**src/rtl/flash_guard_pkg.sv**
```systemverilog
package flash_guard_pkg;
   // -----------------------------------------------------------------
   // Timing
   // -----------------------------------------------------------------
   localparam int CLK_PERIOD_NS            = 10;
   localparam int WRITE_STARTUP_DELAY_MS   = 15;
   localparam int WRITE_STARTUP_CYCLES     = (WRITE_STARTUP_DELAY_MS * 1000000) / CLK_PERIOD_NS;
   localparam int SELECT_AFTER_SUPPLY_US   = 10;
   localparam int BUSY_CYCLES_DEFAULT      = 1000;
   // -----------------------------------------------------------------
   // Commands
   // -----------------------------------------------------------------
   localparam logic [7:0] WRITE_PERMIT_CMD     = 8'h06;
   localparam logic [7:0] STATUS_WRITE_CMD     = 8'h01;
   localparam logic [7:0] STATUS_READ_CMD      = 8'h05;
   localparam logic [7:0] PAGE_PROGRAM_CMD     = 8'h02;
   localparam logic [7:0] BLOCK_WIPE_CMD       = 8'hD8;
   localparam logic [7:0] FULL_WIPE_CMD        = 8'hC7;
   localparam logic [7:0] WAKE_AND_ID_READ_CMD = 8'hAB;
   // -----------------------------------------------------------------
   // Status register layout and reset values
   // -----------------------------------------------------------------
   localparam int         STATUS_BUSY_BIT   = 0;
   localparam int         STATUS_PERMIT_BIT = 1;
   localparam logic [7:0] STATUS_RESET      = 8'h00;
   localparam logic [7:0] ARRAY_ERASED      = 8'hFF;
   localparam int         ID_DUMMY_BITS     = 32;
   typedef enum logic [2:0] {ST_IDLE, ST_CMD, ST_SHIFT_IN, ST_ID_OUT, ST_STATUS_OUT, ST_IGNORE} link_state_t;
endpackage : flash_guard_pkg

```
**src/rtl/sync2.sv**
```systemverilog
`timescale 1ns/10ps
`default_nettype none
module sync2 (
   // Clock and reset
   input  wire logic clk_sys_in,
   input  wire logic arst_n_in,
   // Data
   input  wire logic d_in,
   output logic      q_out
);
   logic stage1;
   logic next_stage1;
   logic next_q;
   always_comb begin
      next_stage1 = d_in;
      next_q      = stage1;
   end
   always_ff @(posedge clk_sys_in or negedge arst_n_in) begin
      if (!arst_n_in) begin
         stage1 <= 1'b1;
         q_out  <= 1'b1;
      end else begin
         stage1 <= next_stage1;
         q_out  <= next_q;
      end
   end
endmodule // sync2
`default_nettype wire

```
**src/rtl/flash_powerup_write_guard.sv**
```systemverilog
// Operation
// - After power-up: standby, deselected, write-permit latch cleared.
// - Block program, erase, status write while supply below inhibit threshold.
// - Allow writes only after 15 ms start-up delay above threshold.
// - Write-type commands execute only if release follows whole bytes.
// - Ignore array access during internal cycle; cycle completes.
// - Fixed 8-bit signature readable by wake-and-identify command.
// - Delivery state array reads all ones.
// - Status register starts at zero.
// - Identify: command, three dummy bytes, signature repeats on falling edges.
// - Writes need permit latch; latch clears when cycle completes.
`timescale 1ns/10ps
`default_nettype none
module flash_powerup_write_guard
   import flash_guard_pkg::*;
#(
   parameter int STARTUP_CYCLES = WRITE_STARTUP_CYCLES,
   parameter int BUSY_CYCLES    = BUSY_CYCLES_DEFAULT,
   parameter logic [7:0] SIGNATURE = 8'h5A  // Arbitrary value
)(
   // System
   input  wire logic clk_sys_in,
   input  wire logic arst_n_in,
   // Supply monitor
   input  wire logic supply_ok_in,
   // Serial link
   input  wire logic sclk_in,
   input  wire logic sel_n_in,
   input  wire logic sdi_in,
   output logic      sdo_out,
   output logic      sdo_oe_out,
   // Status
   output logic      write_allowed_out,
   output logic      busy_out,
   output logic      write_permit_latch_out,
   output logic [7:0] status_out,
   output logic      array_byte_out_valid_out
);
   logic sclk_s, sel_n_s, sdi_s, supply_low_s;
   sync2 u_sync_clk (.clk_sys_in(clk_sys_in), .arst_n_in(arst_n_in), .d_in(sclk_in),      .q_out(sclk_s));
   sync2 u_sync_sel (.clk_sys_in(clk_sys_in), .arst_n_in(arst_n_in), .d_in(sel_n_in),     .q_out(sel_n_s));
   sync2 u_sync_sdi (.clk_sys_in(clk_sys_in), .arst_n_in(arst_n_in), .d_in(sdi_in),       .q_out(sdi_s));
   // Inverted so the synchroniser's reset level reads as low supply
   sync2 u_sync_sup (.clk_sys_in(clk_sys_in), .arst_n_in(arst_n_in), .d_in(~supply_ok_in), .q_out(supply_low_s));

   // ---------------------------------------------------------------
   // State
   // ---------------------------------------------------------------
   link_state_t state, next_state;
   logic        sclk_d, sel_d;
   logic [5:0]  bit_cnt, next_bit_cnt;
   logic [7:0]  shreg, next_shreg;
   logic [7:0]  cmd, next_cmd;
   logic [7:0]  out_sh, next_out_sh;
   logic        sdo, next_sdo;
   logic        sdo_oe, next_sdo_oe;
   logic [31:0] startup_cnt, next_startup_cnt;
   logic        allowed, next_allowed;
   logic [31:0] busy_cnt, next_busy_cnt;
   logic        busy, next_busy;
   logic        permit, next_permit;
   logic [7:0]  status, next_status;
   logic        array_valid, next_array_valid;
   logic        rise, fall, sel_edge, desel_edge;

   assign rise       = sclk_s & ~sclk_d;
   assign fall       = ~sclk_s & sclk_d;
   assign sel_edge   = ~sel_n_s & sel_d;
   assign desel_edge = sel_n_s & ~sel_d;

   always_comb begin
      next_state       = state;
      next_bit_cnt     = bit_cnt;
      next_shreg       = shreg;
      next_cmd         = cmd;
      next_out_sh      = out_sh;
      next_sdo         = sdo;
      next_sdo_oe      = ~sel_n_s & sdo_oe;
      next_startup_cnt = startup_cnt;
      next_allowed     = allowed;
      next_busy_cnt    = busy_cnt;
      next_busy        = busy;
      next_permit      = permit;
      next_status      = status;
      next_array_valid = 1'b0;
      if (supply_low_s) begin
         next_startup_cnt = '0;
         next_allowed     = 1'b0;
      end else if (!allowed) begin
         if (startup_cnt >= 32'(STARTUP_CYCLES - 1)) next_allowed = 1'b1;
         else next_startup_cnt = startup_cnt + 32'd1;
      end
      if (busy) begin
         if (busy_cnt >= 32'(BUSY_CYCLES - 1)) begin
            next_busy   = 1'b0;
            next_permit = 1'b0;
         end else next_busy_cnt = busy_cnt + 32'd1;
      end
      if (sel_edge) begin
         next_state   = busy ? ST_IGNORE : ST_CMD;
         next_bit_cnt = '0;
      end else if (!sel_n_s) begin
         if (rise) begin
            next_bit_cnt = bit_cnt + 6'd1;
            next_shreg   = {shreg[6:0], sdi_s};
            if (state == ST_CMD && bit_cnt == 6'd7) begin
               next_cmd = {shreg[6:0], sdi_s};
               if ({shreg[6:0], sdi_s} == STATUS_READ_CMD) begin
                  next_state  = ST_STATUS_OUT;
                  next_out_sh = status;
               end else next_state = ST_SHIFT_IN;
            end
            if (state == ST_SHIFT_IN && bit_cnt == 6'(ID_DUMMY_BITS - 1) && cmd == WAKE_AND_ID_READ_CMD) begin
               next_state  = ST_ID_OUT;
               next_out_sh = SIGNATURE;
            end
            if (state == ST_SHIFT_IN && cmd == 8'h03 && bit_cnt >= 6'd31) begin
               next_sdo    = ARRAY_ERASED[7];
               next_sdo_oe = 1'b1;
            end
            if (state == ST_SHIFT_IN && cmd == 8'h03 && bit_cnt >= 6'd32 && bit_cnt[2:0] == 3'd7)
               next_array_valid = 1'b1;
         end
         if (fall && (state == ST_ID_OUT || state == ST_STATUS_OUT)) begin
            next_sdo    = out_sh[7];
            next_sdo_oe = 1'b1;
            next_out_sh = {out_sh[6:0], out_sh[7]};
         end
      end else if (desel_edge) begin
         next_state = ST_IDLE;
         if (state == ST_SHIFT_IN && bit_cnt[2:0] == 3'd0 && !busy) begin
            if (cmd == WRITE_PERMIT_CMD && bit_cnt == 6'd8) next_permit = 1'b1;
            else if (allowed && permit &&
                     ((cmd == PAGE_PROGRAM_CMD && bit_cnt >= 6'd40) ||
                      (cmd == BLOCK_WIPE_CMD && bit_cnt == 6'd32) ||
                      (cmd == FULL_WIPE_CMD && bit_cnt == 6'd8) ||
                      (cmd == STATUS_WRITE_CMD && bit_cnt == 6'd16))) begin
               next_busy     = 1'b1;
               next_busy_cnt = '0;
               if (cmd == STATUS_WRITE_CMD) next_status = {shreg[7:2], 2'b00};
            end
         end
      end
      next_status[STATUS_BUSY_BIT]   = next_busy;
      next_status[STATUS_PERMIT_BIT] = next_permit;
   end

   always_ff @(posedge clk_sys_in or negedge arst_n_in) begin
      if (!arst_n_in) begin
         state       <= ST_IDLE;
         // Matches the synchroniser's reset level, no false edge
         sclk_d      <= 1'b1;
         sel_d       <= 1'b1;
         bit_cnt     <= '0;
         shreg       <= '0;
         cmd         <= '0;
         out_sh      <= '0;
         sdo         <= 1'b0;
         sdo_oe      <= 1'b0;
         startup_cnt <= '0;
         allowed     <= 1'b0;
         busy_cnt    <= '0;
         busy        <= 1'b0;
         permit      <= 1'b0;
         status      <= STATUS_RESET;
         array_valid <= 1'b0;
      end else begin
         state       <= next_state;
         sclk_d      <= sclk_s;
         sel_d       <= sel_n_s;
         bit_cnt     <= next_bit_cnt;
         shreg       <= next_shreg;
         cmd         <= next_cmd;
         out_sh      <= next_out_sh;
         sdo         <= next_sdo;
         sdo_oe      <= next_sdo_oe;
         startup_cnt <= next_startup_cnt;
         allowed     <= next_allowed;
         busy_cnt    <= next_busy_cnt;
         busy        <= next_busy;
         permit      <= next_permit;
         status      <= next_status;
         array_valid <= next_array_valid;
      end
   end

   assign sdo_out                  = sdo;
   assign sdo_oe_out               = sdo_oe;
   assign write_allowed_out        = allowed;
   assign busy_out                 = busy;
   assign write_permit_latch_out   = permit;
   assign status_out               = status;
   assign array_byte_out_valid_out = array_valid;

   // ---------------------------------------------------------------
   // Checks
   // ---------------------------------------------------------------
   a_supply_blocks: assert property (@(posedge clk_sys_in) disable iff (!arst_n_in)
      supply_low_s |=> !allowed) else $error("write allowed with low supply");
   a_busy_needs_allowed: assert property (@(posedge clk_sys_in) disable iff (!arst_n_in)
      $rose(busy) |-> $past(allowed) && $past(permit)) else $error("write without permit");
   a_whole_bytes: assert property (@(posedge clk_sys_in) disable iff (!arst_n_in)
      $rose(busy) |-> $past(bit_cnt[2:0]) == 3'd0) else $error("partial byte write");
   a_busy_ignore: assert property (@(posedge clk_sys_in) disable iff (!arst_n_in)
      busy && sel_edge |=> state == ST_IGNORE) else $error("access during cycle");
   a_permit_clear: assert property (@(posedge clk_sys_in) disable iff (!arst_n_in)
      $fell(busy) |-> !permit) else $error("latch not cleared");
   a_status_bits: assert property (@(posedge clk_sys_in) disable iff (!arst_n_in)
      status[STATUS_BUSY_BIT] == busy && status[STATUS_PERMIT_BIT] == permit) else $error("status mismatch");
   a_edge_count: assert property (@(posedge clk_sys_in) disable iff (!arst_n_in)
      !sel_n_s && !sel_edge && rise && state != ST_ID_OUT |=> bit_cnt == $past(bit_cnt) + 6'd1)
      else $error("edge count");
   a_no_drive_idle: assert property (@(posedge clk_sys_in) disable iff (!arst_n_in)
      sel_n_s |=> !sdo_oe) else $error("drive while deselected");
endmodule // flash_powerup_write_guard
`default_nettype wire

```
**config.mk**
```make
export PLATFORM = sky130hd
export DESIGN_NAME = flash_powerup_write_guard
export DESIGN_NICKNAME = d
export VERILOG_FILES = /design/src/rtl/flash_guard_pkg.sv /design/src/rtl/sync2.sv /design/src/rtl/flash_powerup_write_guard.sv
export SDC_FILE = /design/constraint.sdc
export NUM_CORES = 1
export LEC_CHECK = 0
export ABC_AREA = 1
export BUFFER_PORTS_ARGS = -buffer_cell sky130_fd_sc_hd__buf_2
export CORE_MARGIN = 2
export CORE_UTILIZATION = 41
export DETAILED_ROUTE_END_ITERATION = 12
export PLACE_DENSITY = 0.6
export RECOVER_POWER = 100
export SETUP_SLACK_MARGIN = 0.02
export SLEW_MARGIN = 10
export SYNTH_ARGS = -nofsm -noshare
export SYNTH_HDL_FRONTEND = slang
export SYNTH_SLANG_ARGS = --single-unit
```
**constraint.sdc**
```tcl
create_clock -name clk_sys_in -period 2.3 [get_ports clk_sys_in]
set_clock_uncertainty 0.2 [all_clocks]
set_input_delay 0.46 -clock clk_sys_in [delete_from_list [all_inputs] [get_ports clk_sys_in]]
set_output_delay 0.46 -clock clk_sys_in [all_outputs]
set_load 0.01 [all_outputs]
```
==> out/summary.md, run 1 <==
For this run, the top clock speed supported by timing is 480 MHz. TritonCTS created 17 clock buffers. From left edge to right edge, the die measures 125 um. Setup violations remaining at the end of the flow were counted as 0. The sequential-to-total area share from yosys stat was 49.9%; the clock-pin transition on the worst setup and hold timing paths was 0.06 ns. Synthesis produced a netlist with a net count of 784.

On the worst path, the slowest cell contributes a delay of 0.58 ns. Setup repair after global routing left no endpoint under its margin. The final critical-path share of the clock period is 90.5%. The clock tree root buffer cell is sky130_fd_sc_hd__clkbuf_16. TritonCTS built the clock tree. The cell count after synthesis came out at 773. The critical path is of the flip-flop to flip-flop type.

Total global routing track utilization: 16.7%. Measured along the y axis, the die boundary spans 125 um. For this design, the sink count on the clock tree is 119. The mean cell area of the mapped netlist is 7.75 sq um. Detailed placement finished with a half-perimeter wire length of 8510 um. Walking the worst path, the cells encountered are inv_1 > nor2_1 > nand3_1 > nor2_1 > nand2_1 > nor2_1 > nand3_1 > buf_2 > nand2_1 > o21ai_0. The number of global-route vias before repair came out at 4473.

For the clock latency on the worst-skew pair, the log shows 0.42 ns. Gates resized during post-CTS repair numbered 0. For this run, asynchronously set or reset flops after synthesis account for 100%. The total area inside the core boundary comes to 14400 sq um. The post-route netlist has 9.12% of its cells at a drive strength greater than 1.

The tools report the cell area after placement as 6320 sq um. The slowest stage of the critical path is the sky130_fd_sc_hd__dfstp_1 cell. Counting I/O delays and the setup requirement, the final critical path takes 2.08 ns. The area taken by multi-input logic gates is 2460 sq um. Across the whole layout, storage elements account for 2990 sq um. The most numerous cell type found on the critical path is sky130_fd_sc_hd__nor2_1. Entering global routing, the biggest net connects 47 pins. Of all nets on the critical path, the largest fanout is 12. Measured on the finished design, the core utilization comes to 48.1%.

The total power per unit cell area was 756 nW/um^2; the minimum setup slack among reg-to-reg paths was 0.22 ns. For this run, design rule violations remaining after detail routing come to 0. At the pin with the least slew margin, the transition time is 1.20 ns. Critical path launch point type: a flip-flop. Headroom to the max-slew limit came out at 19.9%. The worst path buffer plus inverter count works out to 2. In this run the cell area of the synthesized design comes to 5990 sq um. The tightest hold margin is 0.155 ns, and the number of inserted diodes is 0. The run gives 41.3% as the part of the power in registers. The H-tree was split into 4 levels. Counting distinct cell types in the post-synthesis netlist gives 40. For the number of buffers on the longest clock path, the log shows 2. The share of total power dissipated in combinational logic is 3.4%. The flow ran to the end, and the final reports show no timing, DRC or antenna violations.

After detailed routing, the number of vias per cell comes to 4.65. The routed wire length was 12100 um; the leakage power of the design was 3.36 nW. 20 I/O pins were placed. The run gives 0 as the number of hold-slack violations in the final timing report. The tools report the total overflow reported by the global router as 0. Relative to the synthesized area, the layout overhead comes to 15.8%. The run gives 1.10 mW as the switching power of the nets.

The tools report the final design instance area without fill as 6940 sq um. The number of nets at the end of the flow came out at 820. The worst hold path was traced through 0 stages.

The congestion estimate from routability-driven global placement came to 0.882. The end of the worst register-to-register path is status_out[4]. The worst hold path terminates at u_sync_sup.q_out. The site row count is 44, and the total of fill cells in the finished design is 1468.

The iteration count of the initial detailed-routing pass was 6. The die covers 15600 sq um. The nature of the critical path endpoint was a flip-flop. After routing, the total negative slack on setup checks comes to 0 ns. Internal power comes to 4.14 mW.

Most instantiated flip-flop cell in the synthesis netlist: sky130_fd_sc_hd__dfrtp_1. The number of antenna violations at the first check in global routing was 0; the number of enable-type register cells in the synthesized netlist was 0. The routed length per placed instance works out to 12.1 um. In this run the most critical hold path is launched from u_sync_sup.next_q. Once detail routing completed, the nets flagged for antenna violations numbered 0.

The count of input and output buffers is 19, and the data required time at the worst endpoint is 2.39 ns. The first global-routing pass estimated 21200 um of wire. The first routing iteration left 256 violations. The max-slew violation total from the final report is 0. The path class of the tightest hold or removal check is flip-flop to flip-flop.

Grouping stages by cell kind, the critical path spends the most delay in simple AND/OR/NAND/NOR gates. For the worst flop-to-flop path, the logic depth is 10. The clock network accounts for 55.3% of the total power.

The run gives 0.507 mV as the worst-case vdd ir drop. The switching portion of total power is 21.1%. The tools report the post-CTS setup buffer count as 0.

The synthesized flop and latch total works out to 119. The initial core utilization is 41.6%. The run gives 0 as the number of maximum-capacitance constraint violations. In this run the critical register-to-register path is launched from u_sync_sel.q_out. The routed layout has 4679 vias. The total design power came out at 5.25 mW. The run gives 0 as the yosys synthesis warning count. At the worst endpoint, the arrival time is 2.17 ns.
[repair_timing]
action,4_1_cts,5_1_grt
setup endpoints to repair,0,0
hold endpoints to repair,36,0
hold buffers,5,0
[metrics by stage]
stage                     cells  setup slack (ns)
final                      1006             0.218
after global routing       1006            0.0183
after CTS                  1006             0.253
after detailed placement    969             0.268
after global placement      969             0.288
after floorplan             773             0.406
[layout by cell type, fill, tap and decap left out, types with 2 or more instances in the layout]
cell | netlist | layout
sky130_fd_sc_hd__nand3_1 | 59 | 60
sky130_fd_sc_hd__o21ai_1 | 11 | 2
sky130_fd_sc_hd__xnor2_1 | 5 | 5
sky130_fd_sc_hd__a21oi_1 | 6 | 6
sky130_fd_sc_hd__o211ai_1 | 2 | 2
sky130_fd_sc_hd__inv_2 | 4 | 4
sky130_fd_sc_hd__o21bai_1 | 2 | 2
sky130_fd_sc_hd__buf_2 | 3 | 5
sky130_fd_sc_hd__nand2_2 | 4 | 3
sky130_fd_sc_hd__dfstp_2 | 10 | 7
sky130_fd_sc_hd__nand3b_1 | 2 | 2
sky130_fd_sc_hd__clkinvlp_4 | 0 | 3
sky130_fd_sc_hd__bufinv_16 | 0 | 5
sky130_fd_sc_hd__inv_6 | 0 | 2
sky130_fd_sc_hd__dfstp_1 | 0 | 3
sky130_fd_sc_hd__nor3_2 | 3 | 3
sky130_fd_sc_hd__o21ai_0 | 27 | 38
sky130_fd_sc_hd__nor2_1 | 147 | 148
sky130_fd_sc_hd__nand4_1 | 10 | 10
sky130_fd_sc_hd__nor3_1 | 6 | 6
sky130_fd_sc_hd__xor2_1 | 13 | 13
sky130_fd_sc_hd__nor2_4 | 3 | 2
sky130_fd_sc_hd__o21ai_2 | 6 | 4
sky130_fd_sc_hd__clkbuf_2 | 0 | 2
sky130_fd_sc_hd__o21a_1 | 2 | 2
sky130_fd_sc_hd__dlygate4sd3_1 | 0 | 5
sky130_fd_sc_hd__nor2_2 | 4 | 4
sky130_fd_sc_hd__clkbuf_16 | 0 | 17
sky130_fd_sc_hd__clkinv_2 | 0 | 2
sky130_fd_sc_hd__dfrtp_1 | 109 | 109
sky130_fd_sc_hd__clkbuf_1 | 4 | 20
sky130_fd_sc_hd__ha_1 | 5 | 5
sky130_fd_sc_hd__nand2_4 | 2 | 2
sky130_fd_sc_hd__inv_1 | 100 | 100
sky130_fd_sc_hd__buf_4 | 4 | 3
sky130_fd_sc_hd__buf_12 | 0 | 2
sky130_fd_sc_hd__nand2_1 | 202 | 203
[sequential cells by signal, summed over array words and instances, names as in the netlist, 3 cells and up]
signal       flops
status_out       8
bit_cnt          6
busy_cnt        32
cmd              8
shreg            8
state            3
out_sh           8
startup_cnt     32
[power groups by stage]
| stage | logic, mW | clock network [mW] | registers, mW |
|---|---|---|---|
| after floorplan | 0.0982 | 0 | 2.20 |
| after global placement | 0.184 | 0 | 2.20 |
| after detailed placement | 0.184 | 0 | 2.20 |
| after CTS | 0.192 | 2.98 | 2.17 |
| after global routing | 0.209 | 3.08 | 2.17 |
| final | 0.177 | 2.90 | 2.17 |
[kinds of logic (layout without fill, tap and decap cells)]
group	count (synthesis)	count (layout)	share of synthesized area, %
xor gates and xnor gates	18	18	2.63
buffers and inverters	123	172	8.64
AOI/OAI and AO/OA	59	59	5.74
DFF	119	119	49.9
and+or+nand+nor	449	449	32.0
adders and majority gates	5	5	1.04
[final cells by class]
cell class / count / share of cell area, %
clock buffer: 20 / 6.44
tap: 184 / 3.32
clock inverter: 12 / 2.88
inverter: 105 / 5.68
timing repair buffer: 35 / 3.10
multi-input combinational: 531 / 35.5
sequential: 119 / 43.1
[worst max path at each step]
| stage | cells after the start | end | startpoint | slack (ns) |
|---|---|---|---|---|
| floorplan | 12 | status_out[5] | bit_cnt[0] | 0.41 |
| global placement | 14 | busy_cnt[2] | bit_cnt[0] | 0.29 |
| detailed placement | 14 | busy_cnt[18] | bit_cnt[0] | 0.27 |
| CTS | 14 | busy_cnt[18] | bit_cnt[0] | 0.25 |
| global route | 9 | out_sh[0] | bit_cnt[5] | 0.02 |
| finish | 10 | status_out[4] | u_sync_sel.q_out | 0.22 |
[cell usage after synthesis, types with 5 or more instances]
cell / count / area share [%]
sky130_fd_sc_hd__inv_1: 100 / 6.3
sky130_fd_sc_hd__nand4_1: 10 / 1.0
sky130_fd_sc_hd__o21ai_0: 27 / 2.3
sky130_fd_sc_hd__buf_6: 5 / 0.94
sky130_fd_sc_hd__nand3_1: 59 / 4.9
sky130_fd_sc_hd__dfstp_2: 10 / 4.4
sky130_fd_sc_hd__o21ai_2: 6 / 0.88
sky130_fd_sc_hd__xor2_1: 13 / 1.9
sky130_fd_sc_hd__nand2_1: 202 / 13
sky130_fd_sc_hd__o21ai_1: 11 / 0.92
sky130_fd_sc_hd__nor2_1: 147 / 9.2
sky130_fd_sc_hd__nor3_1: 6 / 0.50
sky130_fd_sc_hd__dfrtp_1: 109 / 46
sky130_fd_sc_hd__a21oi_1: 6 / 0.50
sky130_fd_sc_hd__ha_1: 5 / 1.0
sky130_fd_sc_hd__xnor2_1: 5 / 0.73
[metal layers]
| layer | up-vias | track usage (%) | share of wire [%] |
|---|---|---|---|
| li1 | 2462 | - | - |
| met1 | 2150 | 22.2 | 50 |
| met2 | 51 | 26.3 | 46 |
| met3 | 16 | 4.94 | 3.2 |
| met4 | 0 | 5.62 | 1.3 |
| met5 | - | 0 | 0 |
Note: power is estimated with default switching activity, not from simulation.
==> inputs of run 2 (changes only) <==
- CELL_PAD_IN_SITES_DETAIL_PLACEMENT: default -> 1
- CELL_PAD_IN_SITES_GLOBAL_PLACEMENT: default -> 1
- PLACE_DENSITY: 0.6 -> 0.74
==> run 2 against run 1 <==
Critical path type unchanged. Flip-flop and latch count did not move. Cell area is 0.40% lower. Maximum frequency down 0.38%. Combinational power increased by 5%. Critical endpoint is now out_sh[0]. Via count up 6.6%. Hold slack about the same.
==> out/summary.md, run 2 (same netlist as run 1, synthesis figures left out) <==
The flow ran to the end, and the final reports show no timing, DRC or antenna violations. Clock latency on the worst-skew pair: 0.42 ns (about the same). The most repeated library cell on the critical path was sky130_fd_sc_hd__nand2_1. In the layout the commonest cells are 201 x sky130_fd_sc_hd__nand2_1, 145 x sky130_fd_sc_hd__nor2_1, 109 x sky130_fd_sc_hd__dfrtp_1. In the final layout, the registers with the most flip-flops are busy_cnt: 32 flops, startup_cnt: 32 flops.

The number of sinks driven by the clock tree is 119 (unchanged). The data required time at the worst endpoint was 2.43 ns (+0.04 ns). Broken down by cell family, the worst path's largest delay share belongs to simple AND/OR/NAND/NOR gates. The critical path in this run is classified as flip-flop to flip-flop. The area growth from synthesis to layout is 15.3%. The tree is rooted in a sky130_fd_sc_hd__clkbuf_16. The final setup TNS is 0 ns (unchanged). For the total design power, the log shows 4.94 mW (-5.8%).

The end of the worst register-to-register path is out_sh[0]. The leakage power of the design was 3.36 nW (-0.12%); the final HPWL from detailed placement was 10600 um (+25%). Area of the die: 15600 sq um (unchanged). Number of vias per cell after detailed routing: 4.94 (+6.2%). The worst setup path is launched from a flip-flop. The total global routing track utilization is 20.7% (+4.0 points), and the global-route wire length before repair is 26100 um (+23%).

Cell area after placement: 6350 sq um (+0.48%). In this run the worst setup path begins at bit_cnt[5]. The run gives 0 (unchanged) as the number of hold-slack violations in the final timing report. Count of input and output buffers: 19 (unchanged). Number of maximum-capacitance constraint violations: 0 (unchanged). The tools report the number of buffers on the longest clock path as 2 (unchanged). Origin of the critical flop-to-flop path: bit_cnt[5].

The number of primary I/O pins is 20 (unchanged), and the depth of the worst hold-timing path is 0 (unchanged). The logs give 17 (unchanged) for the number of buffers created by CTS and 15300 um (+26%) for the routed wire length. The count of H-tree levels built during CTS is 4 (unchanged). The remaining antenna violation count was 0 (unchanged); the clock-pin transition on the worst setup and hold timing paths was 0.05 ns (about the same). For the number of setup violations in the final report, the log shows 0 (unchanged). The number of antenna violations at the first check in global routing is 0 (unchanged).

Type of the most critical hold path: flip-flop to flip-flop. The post-CTS setup buffer count is 0 (unchanged), and the post-layout minimum cycle time is 2.09 ns (+0.00789 ns). The share of post-route cells with drive strength above 1 was 10.4% (+1.3 points).

STA classifies the critical path endpoint as a flip-flop. The number of nets at the end of the flow was 824 (+0.49%); the worst reg-to-reg path cell count was 9 (-1). The final weighted congestion of routability-driven global placement is 0.848 (-3.8%). Setup repair after global routing left no endpoint under its margin. The tools report the arrival time at the worst endpoint as 2.22 ns (+0.05 ns). The final critical-path share of the clock period was 90.9% (+0.34 points); the number of inserted diodes was 0 (unchanged). The number of global-route vias before repair came out at 5425 (+21%). The most common cell after layout, fill and taps aside was sky130_fd_sc_hd__nand2_1.

The startpoint identified for the worst hold timing path is u_sync_sup.next_q. Remaining design rule violation count: 0 (unchanged). The core footprint was 14400 sq um (unchanged); the worst-case vdd ir drop was 0.555 mV (+9.5%). The routed length per placed instance works out to 15.1 um (+25%). For the number of DRC markers in iteration 0, the log shows 222 (-13%). The remaining max-slew budget at the tightest pin was 27.1% (+7.2 points); the y dimension of the die was 125 um (unchanged).

Largest net degree at the start of global routing: 49 (+4.3%). The worst path buffer plus inverter count came out at 2 (unchanged). TritonCTS built the clock tree. The transition time at the pin with the least slew margin came out at 1.09 ns (-0.108 ns).

The peak per-stage delay on the critical path works out to 0.46 ns (-0.12 ns). The critical-path maximum fanout was 10 (-2). The iteration count of the initial detailed-routing pass is 4 (-2), and the total overflow reported by the global router is 0 (unchanged).

The max-slew violation total from the final report is 0 (unchanged). The die extent in x is 125 um (unchanged), and the minimum setup slack among reg-to-reg paths is 0.21 ns (about the same). The final design instance area without fill came out at 6910 sq um (-0.40%). Endpoint of the worst hold-timing path: u_sync_sup.q_out. For the site row count, the log shows 44 (unchanged). The signal on the critical path passes through inv_1 > nand2_1 > nor3_2 > nand3_2 > nand3_1 > nand2_2 > inv_2 > nand2_1 > o21ai_0.

The initial core utilization was 41.6% (unchanged); the overall via count from detail_route was 4986 (+6.6%). The worst-path cell with the longest stage delay was sky130_fd_sc_hd__dfrtp_1. The total power per unit cell area was 715 nW/um^2 (-5.5%); the maximum frequency from static timing analysis was 478 MHz (-0.38%).
run 2: cell type report:
| cell class | instances | area [sq um] |
|---|---|---|
| repair buffers | 39 | 225 |
| clock buffers | 23 | 508 |
| well taps | 184 | 230 |
| inverters | 105 | 397 |
| multi-input cells | 531 | 2490 |
| flip-flops and latches | 119 | 2990 |
| clock inverters | 8 | 70.1 |
| fillers | 1805 | 7510 |
run 2: worst max path at each step:
stage / to / slack [ns] / cells after the start
final: out_sh[0] / 0.21 / 9
after global routing: startup_cnt[18] / 0.03 / 12
after CTS: busy_cnt[28] / 0.04 / 14
after detailed placement: busy_cnt[18] / 0.07 / 14
after global placement: busy_cnt[27] / 0.15 / 14
after floorplan: status_out[5] / 0.41 / 12
run 2: layer usage:
layer | track usage (%) | part of all wire, % | up-vias
li1 | - | - | 2463
met3 | 4.64 | 2.4 | 13
met2 | 37.6 | 52 | 49
met1 | 24.3 | 44 | 2461
met5 | 0 | 0 | -
met4 | 6.47 | 1.2 | 0
run 2: per-stage QoR:
stage / hold WS (ns) / util (%) / worst slack, ns / cells
finish: 0.154 / 47.9 / 0.210 / 1009
CTS: 0.155 / 48.4 / 0.0393 / 1009
global placement: 0.0774 / 44.0 / 0.152 / 973
detailed placement: 0.0787 / 44.0 / 0.0703 / 973
global route: 0.157 / 47.9 / 0.0275 / 1009
floorplan: -0.0356 / - / 0.406 / 773
run 2: timing repair:
action / in CTS / in global routing
resized for setup: 0 / 9
hold buffers: 5 / 0
endpoints found under the setup margin: 0 / 38
endpoints found under the hold margin: 113 / 0
run 2: where the power goes:
| group | internal, mW | switching (mW) |
|---|---|---|
| Clock | 1.64 | 0.946 |
| Sequential | 2.14 | 0.0267 |
| Combinational | 0.0468 | 0.138 |
| Total | 3.83 | 1.11 |
